==> src/verilog/stoc_pkg.sv <==
package stoc_pkg;

  localparam int unsigned CLK_PERIOD_NS = 10;
  localparam int unsigned TICK_TIME_MS  = 100;
  localparam int unsigned TICK_CYCLES   = (TICK_TIME_MS * 1000000) / CLK_PERIOD_NS;

  localparam int unsigned CODE_W     = 6;
  localparam int unsigned ADDR_W     = 5;
  localparam int unsigned TICKS_W    = 20;
  localparam int unsigned PRESCALE_W = 24;
  localparam int unsigned TABLE_SIZE = 32;

  localparam logic [CODE_W-1:0]  CODE_INFINITE   = 6'h20;
  localparam logic [CODE_W-1:0]  CODE_RESET      = 6'h00;
  localparam logic [TICKS_W-1:0] TICKS_ONE       = 20'h0_0001;
  localparam logic [TICKS_W-1:0] TICKS_ZERO      = 20'h0_0000;

  // Sleep durations in 100 ms ticks, shortest first; the last entry is 24 hours.
  localparam logic [TICKS_W-1:0] SLEEP_TABLE [TABLE_SIZE] = '{
    20'h0_0001, 20'h0_0002, 20'h0_0003, 20'h0_0005, 20'h0_000A, 20'h0_0014, 20'h0_001E, 20'h0_0032,
    20'h0_0064, 20'h0_00C8, 20'h0_012C, 20'h0_0258, 20'h0_04B0, 20'h0_0708, 20'h0_0BB8, 20'h0_1770,
    20'h0_2328, 20'h0_2EE0, 20'h0_4650, 20'h0_5DC0, 20'h0_8CA0, 20'h0_BB80, 20'h1_1940, 20'h1_A5E0,
    20'h2_3280, 20'h3_4BC0, 20'h4_6500, 20'h5_7E40, 20'h6_9780, 20'h8_CA00, 20'hA_FC80, 20'hD_2F00
  };

  typedef enum logic [2:0] {
    ST_POR,
    ST_RES_CALC,
    ST_SHUTDOWN,
    ST_ACTIVE,
    ST_SLEEP
  } stoc_state_e;

endpackage

==> src/verilog/stoc_sleep_rom.sv <==
`timescale 1ns/1ns
module stoc_sleep_rom
  import stoc_pkg::*;
(
  input  wire logic               mclk_i,
  input  wire logic               rst_n_i,
  input  wire logic [ADDR_W-1:0]  addr_i,
  output logic      [TICKS_W-1:0] ticks_o
);

  logic [TICKS_W-1:0] ticks_ff;

  always_ff @(posedge mclk_i or negedge rst_n_i)
  begin
    if (!rst_n_i)
      ticks_ff <= TICKS_ZERO;
    else
      ticks_ff <= SLEEP_TABLE[addr_i];
  end

  assign ticks_o = ticks_ff;

endmodule

==> src/verilog/stoc_top.sv <==
`timescale 1ns/1ns
// Notes on behaviour
// At power-up, a button/sleep pin resistance above 5.5 Mohm selects serial-bus programming, otherwise resistor programming.
// The sleep duration comes from the pin resistor or from the serial bus, according to the selected configuration.
// In resistor mode the pin resistance is measured and the duration set before the output is touched.
// The auto-start variant asserts the gated output once configuration and duration setup are done.
// A falling edge on the clear input deasserts the gated output and starts the sleep countdown.
// When the countdown ends, the auto-start variant asserts the gated output again.
// The button-start variant leaves the output deasserted after configuration and enters shutdown.
// The button-start variant keeps the output deasserted until a button closure is seen.
// The duration selector offers 32 finite settings from 100 ms to 24 hours plus one unbounded setting.
// The interrupt output and the clear input work only in resistor-programmed configuration.
// The unbounded setting never expires, so only another wake source such as the button ends the sleep.
module stoc_top
  import stoc_pkg::*;
#(
  parameter int unsigned TICK_CYCLES_P = TICK_CYCLES
)
(
  input  wire logic              mclk_i,
  input  wire logic              rst_n_i,
  input  wire logic              auto_variant_i,
  input  wire logic              res_above_thr_i,
  input  wire logic              res_valid_i,
  input  wire logic [CODE_W-1:0] res_code_i,
  input  wire logic              serial_wr_i,
  input  wire logic [CODE_W-1:0] serial_code_i,
  input  wire logic              serial_sleep_i,
  input  wire logic              button_sleep_pin_i,
  input  wire logic              clear_falling_input_i,
  output logic                   gated_out_o,
  output logic                   interrupt_o,
  output logic                   cfg_serial_o
);

  stoc_state_e       state_ff;
  stoc_state_e       nxt_state;
  logic [1:0]        btn_sync_ff;
  logic [1:0]        clr_sync_ff;
  logic [1:0]        thr_sync_ff;
  logic              clr_prev_ff;
  logic              auto_ff;
  logic              cfg_serial_ff;
  logic              gated_ff;
  logic              int_ff;
  logic [CODE_W-1:0] sleep_code_ff;
  logic [TICKS_W-1:0] remain_ff;
  logic [PRESCALE_W-1:0] prescale_ff;
  logic [TICKS_W-1:0] rom_ticks;
  logic              btn_press;
  logic              clr_fall;
  logic              go_sleep;
  logic              tick;
  logic              expire;
  logic              cfg_done;

  // Pin inputs pass two flops; only the second stage is read.
  always_ff @(posedge mclk_i or negedge rst_n_i)
  begin
    if (!rst_n_i)
    begin
      btn_sync_ff <= 2'h0;
      clr_sync_ff <= 2'h3;
      clr_prev_ff <= 1'b1;
    end
    else
    begin
      btn_sync_ff <= {btn_sync_ff[0], button_sleep_pin_i};
      clr_sync_ff <= {clr_sync_ff[0], clear_falling_input_i};
      clr_prev_ff <= clr_sync_ff[1];
    end
  end

  // The threshold synchroniser has no reset, so it already holds the pin level
  // when the strap is caught on the first edge after reset release.
  always_ff @(posedge mclk_i)
  begin
    thr_sync_ff <= {thr_sync_ff[0], res_above_thr_i};
  end

  assign btn_press = btn_sync_ff[1];
  // The clear input is ignored in serial configuration.
  assign clr_fall  = clr_prev_ff & ~clr_sync_ff[1] & ~cfg_serial_ff;
  assign go_sleep  = cfg_serial_ff ? serial_sleep_i : clr_fall;
  assign cfg_done  = cfg_serial_ff | res_valid_i;

  // Straps are caught in the first clocked state after reset release.
  always_ff @(posedge mclk_i or negedge rst_n_i)
  begin
    if (!rst_n_i)
    begin
      auto_ff       <= 1'b0;
      cfg_serial_ff <= 1'b0;
    end
    else if (state_ff == ST_POR)
    begin
      auto_ff       <= auto_variant_i;
      cfg_serial_ff <= thr_sync_ff[1];
    end
  end

  // Serial writes are accepted in every state except ST_POR in serial mode; codes above the unbounded one are clamped.
  always_ff @(posedge mclk_i or negedge rst_n_i)
  begin
    if (!rst_n_i)
      sleep_code_ff <= CODE_RESET;
    else if (state_ff == ST_RES_CALC && !cfg_serial_ff && res_valid_i)
      sleep_code_ff <= (res_code_i > CODE_INFINITE) ? CODE_INFINITE : res_code_i;
    else if (cfg_serial_ff && serial_wr_i && state_ff != ST_POR)
      sleep_code_ff <= (serial_code_i > CODE_INFINITE) ? CODE_INFINITE : serial_code_i;
  end

  stoc_sleep_rom u_rom
  (
    .mclk_i  (mclk_i),
    .rst_n_i (rst_n_i),
    .addr_i  (sleep_code_ff[ADDR_W-1:0]),
    .ticks_o (rom_ticks)
  );

  assign tick   = (prescale_ff == PRESCALE_W'(TICK_CYCLES_P - 1));
  assign expire = (state_ff == ST_SLEEP) && tick && (remain_ff == TICKS_ONE)
                  && (sleep_code_ff != CODE_INFINITE);

  always_ff @(posedge mclk_i or negedge rst_n_i)
  begin
    if (!rst_n_i)
      prescale_ff <= '0;
    else if (state_ff != ST_SLEEP || tick)
      prescale_ff <= '0;
    else
      prescale_ff <= prescale_ff + 1'b1;
  end

  // The table read is registered, so a code written in ST_ACTIVE reaches remain_ff only two edges later.
  always_ff @(posedge mclk_i or negedge rst_n_i)
  begin
    if (!rst_n_i)
      remain_ff <= TICKS_ZERO;
    else if (state_ff == ST_ACTIVE)
      remain_ff <= rom_ticks;
    else if (state_ff == ST_SLEEP && tick && remain_ff != TICKS_ONE)
      remain_ff <= remain_ff - 1'b1;
  end

  always_comb
  begin
    nxt_state = state_ff;
    case (state_ff)
      ST_POR:
        nxt_state = ST_RES_CALC;
      ST_RES_CALC:
        if (cfg_done)
          nxt_state = auto_ff ? ST_ACTIVE : ST_SHUTDOWN;
      ST_SHUTDOWN:
        if (btn_press)
          nxt_state = ST_ACTIVE;
      ST_ACTIVE:
        if (go_sleep)
          nxt_state = ST_SLEEP;
      ST_SLEEP:
        if (btn_press)
          nxt_state = ST_ACTIVE;
        else if (expire)
          nxt_state = auto_ff ? ST_ACTIVE : ST_SHUTDOWN;
      default:
        nxt_state = ST_POR;
    endcase
  end

  always_ff @(posedge mclk_i or negedge rst_n_i)
  begin
    if (!rst_n_i)
      state_ff <= ST_POR;
    else
      state_ff <= nxt_state;
  end

  // The output follows the next state so it changes on the same edge as the state.
  always_ff @(posedge mclk_i or negedge rst_n_i)
  begin
    if (!rst_n_i)
      gated_ff <= 1'b0;
    else
      gated_ff <= (nxt_state == ST_ACTIVE);
  end

  // Interrupt flags a countdown expiry in resistor configuration; a clear edge in the same cycle loses to the new event.
  always_ff @(posedge mclk_i or negedge rst_n_i)
  begin
    if (!rst_n_i)
      int_ff <= 1'b0;
    else if (expire && !cfg_serial_ff)
      int_ff <= 1'b1;
    else if (clr_fall)
      int_ff <= 1'b0;
  end

  assign gated_out_o  = gated_ff;
  assign interrupt_o  = int_ff;
  assign cfg_serial_o = cfg_serial_ff;
endmodule

==> config.mk <==
export PLATFORM = sky130hd
export DESIGN_NAME = stoc_top
export DESIGN_NICKNAME = d
export VERILOG_FILES = /design/src/verilog/stoc_pkg.sv /design/src/verilog/stoc_sleep_rom.sv /design/src/verilog/stoc_top.sv
export SDC_FILE = /design/constraint.sdc
export NUM_CORES = 1
export LEC_CHECK = 0
export ABC_AREA = 0
export BUFFER_PORTS_ARGS = -buffer_cell sky130_fd_sc_hd__buf_4
export CORE_ASPECT_RATIO = 1.75
export CORE_MARGIN = 1
export CORE_UTILIZATION = 61
export DETAILED_ROUTE_END_ITERATION = 12
export MAX_ROUTING_LAYER = met4
export PLACE_DENSITY = 0.79
export SKIP_CTS_REPAIR_TIMING = 1
export SLEW_MARGIN = 20
export SYNTH_ARGS = -nofsm -noshare
export SYNTH_HDL_FRONTEND = slang
export SYNTH_SLANG_ARGS = --single-unit
==> constraint.sdc <==
create_clock -name mclk_i -period 3.2 [get_ports mclk_i]
set_clock_uncertainty 0.1 [all_clocks]
set_input_delay 0.8 -clock mclk_i [delete_from_list [all_inputs] [get_ports mclk_i]]
set_output_delay 0.8 -clock mclk_i [all_outputs]
set_load 0.02 [all_outputs]
==> metrics.txt, run 1 <==
outcome=completed; core footprint=0.006907 mm^2; number of cells after detailed placement=564; warnings from Yosys=0; io pins=24; Buf/Inv on CP=0; WL per Instance=15.81 um; Synth Instances=479; maximum VDD drop=593.9 uV; first-pass GRT wire length=15860 um; Post-Syn Nets=508; num rows=40; maximum root-to-sink buffer count=2; fraction of final layout cells sized beyond drive strength 1=0.1129; via-per-instance ratio=6.002; RSZ-0062 raised after global routing=no; CTS HTree Levels=3; leakage power total=2.001 nW; detailed-routed wire length on met2=5178 um; endpoints failing setup=0; register bit count reported by yosys=84; met3 WL=200 um; horizontal extent of the die=66.17 um; total DRC errors in the routed layout=0; arrival time at the worst endpoint=2.73 ns; Worst path top cell family by delay=simple AND/OR/NAND/NOR gates; commonest cells in the netlist=dfrtp_1 (79), nor2_1 (63), nand2_1 (48); final HPWL from detailed placement=6498 um; fraction of the cycle the final worst path needs=0.8274; number of distinct library cell variants in the gate-level netlist after synthesis=59; Crit Path Max Fanout=14; number of buffers inserted by port buffering=23; post-synthesis async set-or-reset flop share=0.9762; total global routing overflow=0; Post-Route M1 WL=3532 um; Inserted Diodes=0; number of nets with antenna violations after routing=0; fillcell total=545; most instantiated library cell after synthesis=dfrtp_1; Required @ worst endpoint=3.29 ns; total number of nets in the final design=520; final hold viol count=0; crit path cell chain=nor4_2, nand4_1, or4_1, nand3_1, xor2_1, o21ai_1; sink count of the clock tree=84; Max Transition Viols Final=0; die area=0.007562 mm^2; commonest register cell after synthesis=dfrtp_1; critical path start-end classification=flop to flop; worst slew margin relative to its limit=0.3351; TNS Setup=0 ns; maximum number of pins on one net before global-route repair=83; number of synthesized flops with an enable pin=0; starting density of the core=0.6364; Final Critical Period=2.648 ns; number of DRC markers after the initial detailed-route iteration=199; routed wire length=9169 um; y dimension of the die=114.3 um; CP endpoint kind=flop; critical path's largest stage delay=0.82 ns; master of the slowest instance on the critical path=or4_1; total number of vias=3481; initial antenna violation count=0; via count of the first global-routing pass=3566; Seq/Total Area, Yosys=0.4768; proportion of netlist area held by the largest area contributor=0.4498; maximum achievable frequency=0.3777 GHz; number of non-filler instances in the completed layout=580; CTS buffer count=9; weighted congestion at the end of routability-driven global placement=0.9436; CP Launch Type=flop; clock slew seen by the registers of the worst setup and hold paths=0.06 ns; Hold WC Path Type=flop to flop; uppermost layer routed=met4; Global Route Usage Sum=0.2856; buffer type at the clock tree root=clkbuf_16; measured slew at the worst slew-check pin=0.9973 ns; number of maximum-capacitance constraint violations=0; insertion delay to the later sink of the worst-skew pair=0.33 ns; clock tree from TritonCTS=done; count of TritonRoute iterations in the first routing pass=4; power per unit of standard cell area=836.2 mW/mm^2; library cell occupying the most area in the post-synthesis netlist=dfrtp_1; Avg Inst Size Synth=9.176 um^2; Syn-to-layout area delta=11.24%; top area cells in the synthesized netlist=dfrtp_1 (45%), nor2_1 (5.4%), xor2_1 (4.6%), nand2_1 (4.1%), o21ai_0 (3.6%); setup slack of the worst register-to-register path=0.55 ns; Syn Std Cell Area=0.004395 mm^2; hold slack=0.2461 ns
-- final timing paths --
check / cells past startpoint / to / from
worst max-delay path: 6 / remain_ff[10] / remain_ff[14]
worst min-delay path: 0 / thr_sync_ff[1] / thr_sync_ff[0]
worst max register to register: 6 / remain_ff[10] / remain_ff[14]
worst min register to register: 0 / thr_sync_ff[1] / thr_sync_ff[0]
max in group asynchronous: 1 / u_rom.ticks_o[5] / rst_n_i
min in group asynchronous: 1 / prescale_ff[13] / rst_n_i
-- registers in the layout, indices dropped and copies added (netlist names) --
register       flops
prescale_ff       24
auto_ff            1
thr_sync_ff        2
state_ff           3
remain_ff         20
btn_sync_ff        2
clr_prev_ff        1
cfg_serial_o       1
clr_sync_ff        2
gated_out_o        1
interrupt_o        1
sleep_code_ff      6
u_rom.ticks_o     20
-- cell type report --
cell class	instances	area (um^2)	share of cell area
clock buffers	11	252.7	0.05169
clock inverters	5	41.29	0.008444
inverters	14	52.55	0.01075
multi-input cells	355	2136	0.4368
flip-flops and latches	84	2096	0.4286
well taps	84	105.1	0.02149
repair buffers	27	206.4	0.04222
-- where the power goes --
part           total [W]  switching [W]  internal, W
logic            0.00144       0.000868     0.000577
clock network   0.000981       0.000407     0.000574
registers        0.00166       0.000322      0.00134
-- metal layers --
metal | track usage | up-vias
li1 | - | 1696
met1 | 0.2960 | 1700
met2 | 0.4939 | 65
met3 | 0.03386 | 20
met4 | 0.1872 | 0
met5 | - | -
-- metrics by stage --
step | util | total power, W | cell area [um^2] | worst slack, ns
2_1_floorplan | - | 0.002702 | 4395 | 0.9768
3_3_place_gp | 0.6649 | 0.003046 | 4592 | 0.6686
3_5_place_dp | 0.6649 | 0.003104 | 4592 | 0.5954
4_1_cts | 0.7074 | 0.004106 | 4886 | 0.5617
5_1_grt | 0.7080 | 0.004395 | 4890 | 0.4090
6_report | 0.7080 | 0.004089 | 4890 | 0.5523
-- cell families (layout without fill, tap and decap cells) --
family / after synthesis / in the layout / share of synthesized area
AND/OR/NAND/NOR: 212 / 212 / 0.2442
AO/OA/AOI/OAI: 88 / 88 / 0.1224
XOR/XNOR: 40 / 40 / 0.07970
adder cells (fa/ha/maj): 8 / 8 / 0.02277
flip-flops: 84 / 84 / 0.4768
buffers and inverters: 40 / 57 / 0.03729
multiplexers: 7 / 7 / 0.01679
-- worst reg2reg max path, cell delays in order (launching register included) --
cell	delay, ns
dfrtp_1	0.41
nor4_2	0.37
nand4_1	0.28
or4_1	0.82
nand3_1	0.23
xor2_1	0.21
o21ai_1	0.09
-- cell usage in the layout (no fill, tap or decap), types with 4 or more instances in the layout --
| cell | count |
|---|---|
| o21ai_0 | 32 |
| mux2i_1 | 4 |
| buf_4 | 26 |
| xnor2_1 | 17 |
| nor2_1 | 63 |
| a211oi_1 | 4 |
| ha_1 | 8 |
| nor3_1 | 13 |
| nor2b_1 | 7 |
| nand4_1 | 11 |
| clkbuf_16 | 9 |
| or3_1 | 4 |
| nand3_1 | 20 |
| a21oi_1 | 22 |
| nor4_2 | 4 |
| nand2b_1 | 10 |
| and3_1 | 5 |
| dfrtp_1 | 79 |
| nor4_1 | 8 |
| inv_1 | 14 |
| nand2_1 | 48 |
| xor2_1 | 23 |
(Power assumes the default switching activity.)
==> inputs of run 2 (changes only) <==
--- a/config.mk
+++ b/config.mk
@@ -9,10 +9,10 @@
 export BUFFER_PORTS_ARGS = -buffer_cell sky130_fd_sc_hd__buf_4
 export CORE_ASPECT_RATIO = 1.75
 export CORE_MARGIN = 1
-export CORE_UTILIZATION = 61
+export CORE_UTILIZATION = 55
 export DETAILED_ROUTE_END_ITERATION = 12
 export MAX_ROUTING_LAYER = met4
-export PLACE_DENSITY = 0.79
+export PLACE_DENSITY = 0.75
 export SKIP_CTS_REPAIR_TIMING = 1
 export SLEW_MARGIN = 20
 export SYNTH_ARGS = -nofsm -noshare
==> constraint.sdc (replaced) <==
create_clock -name mclk_i -period 2.14 [get_ports mclk_i]
set_clock_uncertainty 0.1 [all_clocks]
set_input_delay 0.535 -clock mclk_i [delete_from_list [all_inputs] [get_ports mclk_i]]
set_output_delay 0.535 -clock mclk_i [all_outputs]
set_load 0.02 [all_outputs]
==> run 2 against run 1 <==
Against the previous run:
- the run now ends with setup timing left
- cell count up 12%
- total power rose by 64%
- non-clock buffer count is 67 higher
- clock power is 56% higher
- setup slack worse by 0.75 ns
- flip-flop and latch count unchanged
- die area rose by 11%
- final area up 14%
- largest cell class unchanged
- highest routed layer unchanged
==> metrics.txt, run 2 (synthesized netlist as in run 1, its figures left out) <==
outcome=finished with violations (was completed); violations in the final reports=setup timing; Max Transition Viols Final=0 (unchanged); leakage power total=2.405 nW (was 2.001 nW); CTS HTree Levels=3 (unchanged); relative contribution of sequential cells to total power=0.337 (was 0.407); CTS buffer count=9 (unchanged); Worst Setup Slack, final=-0.1995 ns (was 0.5523 ns); fraction of the cycle the final worst path needs=1.093 (was 0.8274); via count of the first global-routing pass=3949 (was 3566); horizontal extent of the die=69.58 um (was 66.17 um); total DRC errors in the routed layout=0 (unchanged); first-pass GRT wire length=17160 um (was 15860 um); total number of vias=3875 (was 3481); num rows=42 (was 40); number of nets with antenna violations after routing=0 (unchanged); CP Launch Type=flop (unchanged); final hold viol count=0 (unchanged); die area=0.008367 mm^2 (was 0.007562 mm^2); y dimension of the die=120.3 um (was 114.3 um); number of buffers inserted by port buffering=23 (unchanged); clock tree from TritonCTS=done (unchanged); RSZ-0062 raised after global routing=yes (was no); maximum number of pins on one net before global-route repair=43 (was 83); Hold WC Path Type=input port to asynchronous set/reset pin (was flop to flop); total number of nets in the final design=587 (was 520); maximum VDD drop=948.1 uV (was 593.9 uV); number of cells after detailed placement=627 (was 564); endpoints failing setup=46 (was 0); Syn-to-layout area delta=26.81% (was 11.24%); routed wire length=10740 um (was 9169 um); number of DRC markers after the initial detailed-route iteration=184 (was 199); clock network fraction of total power=0.227 (was 0.240); total global routing overflow=0 (unchanged); Inserted Diodes=0 (unchanged); switching portion of total power=0.3826 (was 0.3905); cell internal power dissipation=0.004149 W (was 0.002492 W); WL per Instance=16.49 um (was 15.81 um); number of maximum-capacitance constraint violations=0 (unchanged); measured slew at the worst slew-check pin=0.6844 ns (was 0.9973 ns); weighted congestion at the end of routability-driven global placement=0.9042 (was 0.9436); insertion delay to the later sink of the worst-skew pair=0.34 ns (was 0.33 ns); most common cell after layout, fill and taps aside=buf_4 (was dfrtp_1); Required @ worst endpoint=2.31 ns (was 3.29 ns); most frequent cells in the layout=buf_4 (91), dfrtp_1 (79), nor2_1 (61) (was dfrtp_1 (79), nor2_1 (63), nand2_1 (48)); hold slack=0.06720 ns (was 0.2461 ns); sink count of the clock tree=84 (unchanged); io pins=24 (unchanged); fraction of final layout cells sized beyond drive strength 1=0.2504 (was 0.1129); final HPWL from detailed placement=7433 um (was 6498 um); Combinational Power Share=0.436 (was 0.353); Final Critical Period=2.340 ns (was 2.648 ns); starting density of the core=0.5729 (was 0.6364); buffer type at the clock tree root=clkbuf_16 (unchanged); clock slew seen by the registers of the worst setup and hold paths=0.06 ns (about the same); arrival time at the worst endpoint=2.50 ns (was 2.73 ns); CP endpoint kind=flop (unchanged); worst slew margin relative to its limit=0.5379 (was 0.3351); max FFs per register=24 (unchanged); count of TritonRoute iterations in the first routing pass=5 (was 4); via-per-instance ratio=5.952 (was 6.002); maximum root-to-sink buffer count=2 (unchanged); number of non-filler instances in the completed layout=651 (was 580); maximum achievable frequency=0.4274 GHz (was 0.3777 GHz); Reg with most FFs=prescale_ff (unchanged); critical path start-end classification=flop to flop (unchanged); core footprint=0.007672 mm^2 (was 0.006907 mm^2); power per unit of standard cell area=1206 mW/mm^2 (was 836.2 mW/mm^2); P_sw=0.002571 W (was 0.001597 W); Global Route Usage Sum=0.2692 (was 0.2856); Crit Path Max Fanout=3 (was 14); initial antenna violation count=0 (unchanged)
-- run 2: worst paths after layout --
kind	startpoint	to	slack [ns]	cells past startpoint
worst max-delay path	prescale_ff[16]	state_ff[0]	-0.20	7
max in group asynchronous	rst_n_i	clr_prev_ff	1.22	2
min in group mclk_i	res_above_thr_i	thr_sync_ff[0]	0.20	1
worst min-delay path	rst_n_i	prescale_ff[13]	0.07	1
worst min register to register	thr_sync_ff[0]	thr_sync_ff[1]	0.23	0
worst max register to register	prescale_ff[16]	state_ff[0]	-0.20	7
-- run 2: power by group through the flow --
stage / Sequential [W] / Clock (W) / Combinational [W]
detailed placement: 0.00227 / 0 / 0.00276
finish: 0.00226 / 0.00153 / 0.00293
floorplan: 0.00228 / 0 / 0.00176
global route: 0.00230 / 0.00162 / 0.00322
global placement: 0.00225 / 0 / 0.00269
CTS: 0.00225 / 0.00156 / 0.00278
-- run 2: final cells by class --
cell class | count | area [um^2]
tap | 88 | 110.1
multi-input combinational | 355 | 2291
fill | 539 | 2098
timing repair buffer | 94 | 729.5
clock inverter | 4 | 48.80
sequential | 84 | 2096
clock buffer | 12 | 246.5
inverter | 14 | 52.55
-- run 2: worst max-delay path, cell delays in order, from the launching register on --
cell     delay [ns]
dfrtp_1        0.42
or4b_4         0.55
nor4_4         0.29
and2_4         0.22
buf_6          0.11
nand3_4        0.06
or3b_4         0.39
a21oi_2        0.13
-- run 2: layer usage --
layer | GRT usage | vias to the layer above | routed length, um | share of wire
li1 | - | 1834 | - | -
met1 | 0.2629 | 1894 | 3984 | 0.37
met2 | 0.4927 | 109 | 6012 | 0.56
met3 | 0.04750 | 38 | 366 | 0.034
met4 | 0.1531 | 0 | 373 | 0.035
met5 | - | - | 0 | 0
-- run 2: per-stage QoR --
| stage | setup WS [ns] | setup TNS (ns) | utilization | instance area [um^2] | power, W |
|---|---|---|---|---|---|
| 2_1_floorplan | -0.0002138 | -0.0002138 | - | 4404 | 0.004041 |
| 3_3_place_gp | -0.1315 | -0.6257 | 0.6592 | 5057 | 0.004936 |
| 3_5_place_dp | -0.1974 | -1.355 | 0.6592 | 5057 | 0.005027 |
| 4_1_cts | -0.2179 | -1.961 | 0.6977 | 5353 | 0.006586 |
| 5_1_grt | -0.2499 | -6.827 | 0.7265 | 5574 | 0.007143 |
| 6_report | -0.1995 | -3.925 | 0.7265 | 5574 | 0.006720 |
==> inputs of run 3 (changes only) <==
--- a/config.mk
+++ b/config.mk
@@ -7,7 +7,7 @@
 export LEC_CHECK = 0
 export ABC_AREA = 0
 export BUFFER_PORTS_ARGS = -buffer_cell sky130_fd_sc_hd__buf_4
-export CORE_ASPECT_RATIO = 1.75
+export CORE_ASPECT_RATIO = 1.4
 export CORE_MARGIN = 1
 export CORE_UTILIZATION = 55
 export DETAILED_ROUTE_END_ITERATION = 12
==> run 3 against run 2 <==
Against the previous run:
- the run still ends with setup timing left
- combinational power rose by 3%
- routed wire length fell by 3.4%
- cell count rose by 2.5%
- hold slack improved by 0.095 ns
- largest power group unchanged
- core utilization fell by 0.74 points
- first-iteration DRC count rose by 39%
- total power fell by 0.87%
- maximum frequency rose by 0.46%
- critical path depth rose by 1
- global-route usage fell by 0.61 points
- sequential share of layout area barely moved
==> metrics.txt, run 3 (synthesized netlist as in run 1, its figures left out) <==
sink count of the clock tree=84 (unchanged); fraction of final layout cells sized beyond drive strength 1=0.2451 (was 0.2504); maximum achievable frequency=0.4294 GHz (was 0.4274 GHz); Combinational Power Share=0.455 (was 0.436); master of the slowest instance on the critical path=dfrtp_1 (was or4b_4); initial antenna violation count=0 (unchanged); Worst Setup Slack, final=-0.1888 ns (was -0.1995 ns); fraction of the cycle the final worst path needs=1.088 (was 1.093); end point of the critical path=state_ff[0] (unchanged); total number of nets in the final design=591 (was 587); cell internal power dissipation=0.004105 W (was 0.004149 W); critical path's largest stage delay=0.41 ns (was 0.55 ns); P_sw=0.002557 W (was 0.002571 W); number of maximum-capacitance constraint violations=0 (unchanged); via count of the first global-routing pass=3774 (was 3949); most common cell after layout, fill and taps aside=buf_4 (unchanged); starting density of the core=0.5672 (was 0.5729); horizontal extent of the die=77.56 um (was 69.58 um); count of TritonRoute iterations in the first routing pass=5 (unchanged); final design instance area without fill=0.005573 mm^2 (was 0.005574 mm^2); TNS Setup=-2.167 ns (was -3.925 ns); first-pass GRT wire length=16520 um (was 17160 um); crit path cell chain=nor4_4, nand4_1, buf_4, nor4_1, buf_4, nand3_2, or3b_1, a21oi_1 (was or4b_4, nor4_4, and2_4, buf_6, nand3_4, or3b_4, a21oi_2); Inserted Diodes=0 (unchanged); Max Transition Viols Final=0 (unchanged); weighted congestion at the end of routability-driven global placement=0.9150 (was 0.9042); violations in the final reports=setup timing (unchanged); Crit Path Max Fanout=2 (was 3); total DRC errors in the routed layout=0 (unchanged); Final Critical Period=2.329 ns (was 2.340 ns); num rows=38 (was 42); io pins=24 (unchanged); final hold viol count=0 (unchanged); power per unit of standard cell area=1195 mW/mm^2 (was 1206 mW/mm^2); critical path start-end classification=flop to flop (unchanged); Reg with most FFs=prescale_ff (unchanged); buffer type at the clock tree root=clkbuf_8 (was clkbuf_16); setup slack of the worst register-to-register path=-0.19 ns (was -0.20 ns); Post-DP Area=0.005115 mm^2 (was 0.005057 mm^2); total global routing overflow=0 (unchanged); number of buffers inserted by port buffering=23 (unchanged); reg-to-reg startpoint=remain_ff[14] (was prescale_ff[16]); Syn-to-layout area delta=26.79% (was 26.81%); core footprint=0.007750 mm^2 (was 0.007672 mm^2); outcome=finished with violations (unchanged); pre-CTS setup slack=-0.2292 ns (was -0.1974 ns); relative contribution of sequential cells to total power=0.334 (was 0.337); clock tree from TritonCTS=done (unchanged); worst slew margin relative to its limit=0.5570 (was 0.5379); CP endpoint kind=flop (unchanged); Global Route Usage Sum=0.2631 (was 0.2692); Required @ worst endpoint=2.34 ns (was 2.31 ns); CP Launch Type=flop (unchanged); leakage power total=2.401 nW (was 2.405 nW); Hold WC Path Type=input port to flop (was input port to asynchronous set/reset pin); WL per Instance=15.56 um (was 16.49 um); Critical Path Start=remain_ff[14] (was prescale_ff[16]); CTS HTree Levels=3 (unchanged); insertion delay to the later sink of the worst-skew pair=0.37 ns (was 0.34 ns); number of DRC markers after the initial detailed-route iteration=255 (was 184); y dimension of the die=107.8 um (was 120.3 um); maximum number of pins on one net before global-route repair=43 (unchanged); post-layout power=0.006662 W (was 0.006720 W); startpoint of the worst hold path=res_above_thr_i; switching portion of total power=0.3838 (was 0.3826); number of nets with antenna violations after routing=0 (unchanged); maximum root-to-sink buffer count=2 (unchanged); r2r endpoint=state_ff[0] (unchanged); logic depth of the worst register-to-register path=8 (was 7); most frequent cells in the layout=buf_4 (91), dfrtp_1 (79), nor2_1 (62) (was buf_4 (91), dfrtp_1 (79), nor2_1 (61)); via-per-instance ratio=5.739 (was 5.952); endpoints failing setup=24 (was 46); RSZ-0062 raised after global routing=yes (unchanged); CTS buffer count=9 (unchanged); die area=0.008358 mm^2 (was 0.008367 mm^2); measured slew at the worst slew-check pin=0.6637 ns (was 0.6844 ns); clock slew seen by the registers of the worst setup and hold paths=0.08 ns (was 0.06 ns); final HPWL from detailed placement=7098 um (was 7433 um); maximum VDD drop=1037 uV (was 948.1 uV); arrival time at the worst endpoint=2.53 ns (was 2.50 ns); total number of vias=3828 (was 3875); clock network fraction of total power=0.210 (was 0.227); routed wire length=10380 um (was 10740 um); most prevalent standard cell on the critical path=buf_4; max FFs per register=24 (unchanged)
run 3: final cells by class:
cell class / instances / area [um^2]
clock buffer: 11 / 141.4
fill: 555 / 2177
inverter: 14 / 52.55
sequential: 84 / 2096
timing repair buffer: 98 / 778.2
clock inverter: 5 / 108.9
multi-input combinational: 355 / 2271
tap: 100 / 125.1
run 3: worst min path at each step:
stage	to	slack, ns	cells after the start
after global routing	thr_sync_ff[0]	0.15	1
after floorplan	auto_ff	0.14	0
after detailed placement	thr_sync_ff[1]	0.22	0
after CTS	prescale_ff[22]	-0.02	1
final	thr_sync_ff[0]	0.16	1
after global placement	thr_sync_ff[1]	0.21	0
run 3: stage by stage:
step | hold slack [ns] | utilization | cells
floorplan | 0.1394 | - | 479
global placement | 0.2115 | 0.6600 | 643
detailed placement | 0.2164 | 0.6600 | 643
CTS | -0.01562 | 0.6923 | 659
global route | 0.1494 | 0.7191 | 667
finish | 0.1622 | 0.7191 | 667
run 3: routing by layer:
metal	vias up	global-route usage	routed length [um]
met5	-	-	0
met4	0	0.1321	306
met3	27	0.05085	377
met2	114	0.4589	5624
met1	1843	0.2840	4068
li1	1844	-	-
run 3: critical path, delay by kind of cell, from the launching register on:
kind,cells,cell delay [ns]
buffers and inverters,2,0.37
and+or+nand+nor,5,1.25
DFF,1,0.41
AOI/OAI and AO/OA,1,0.13
run 3: power by group through the flow:
stage	combinational, W	clock, W	sequential, W
2_1_floorplan	0.00176	0	0.00228
3_3_place_gp	0.00280	0	0.00221
3_5_place_dp	0.00287	0	0.00223
4_1_cts	0.00289	0.00141	0.00220
5_1_grt	0.00335	0.00148	0.00227
6_report	0.00303	0.00140	0.00223
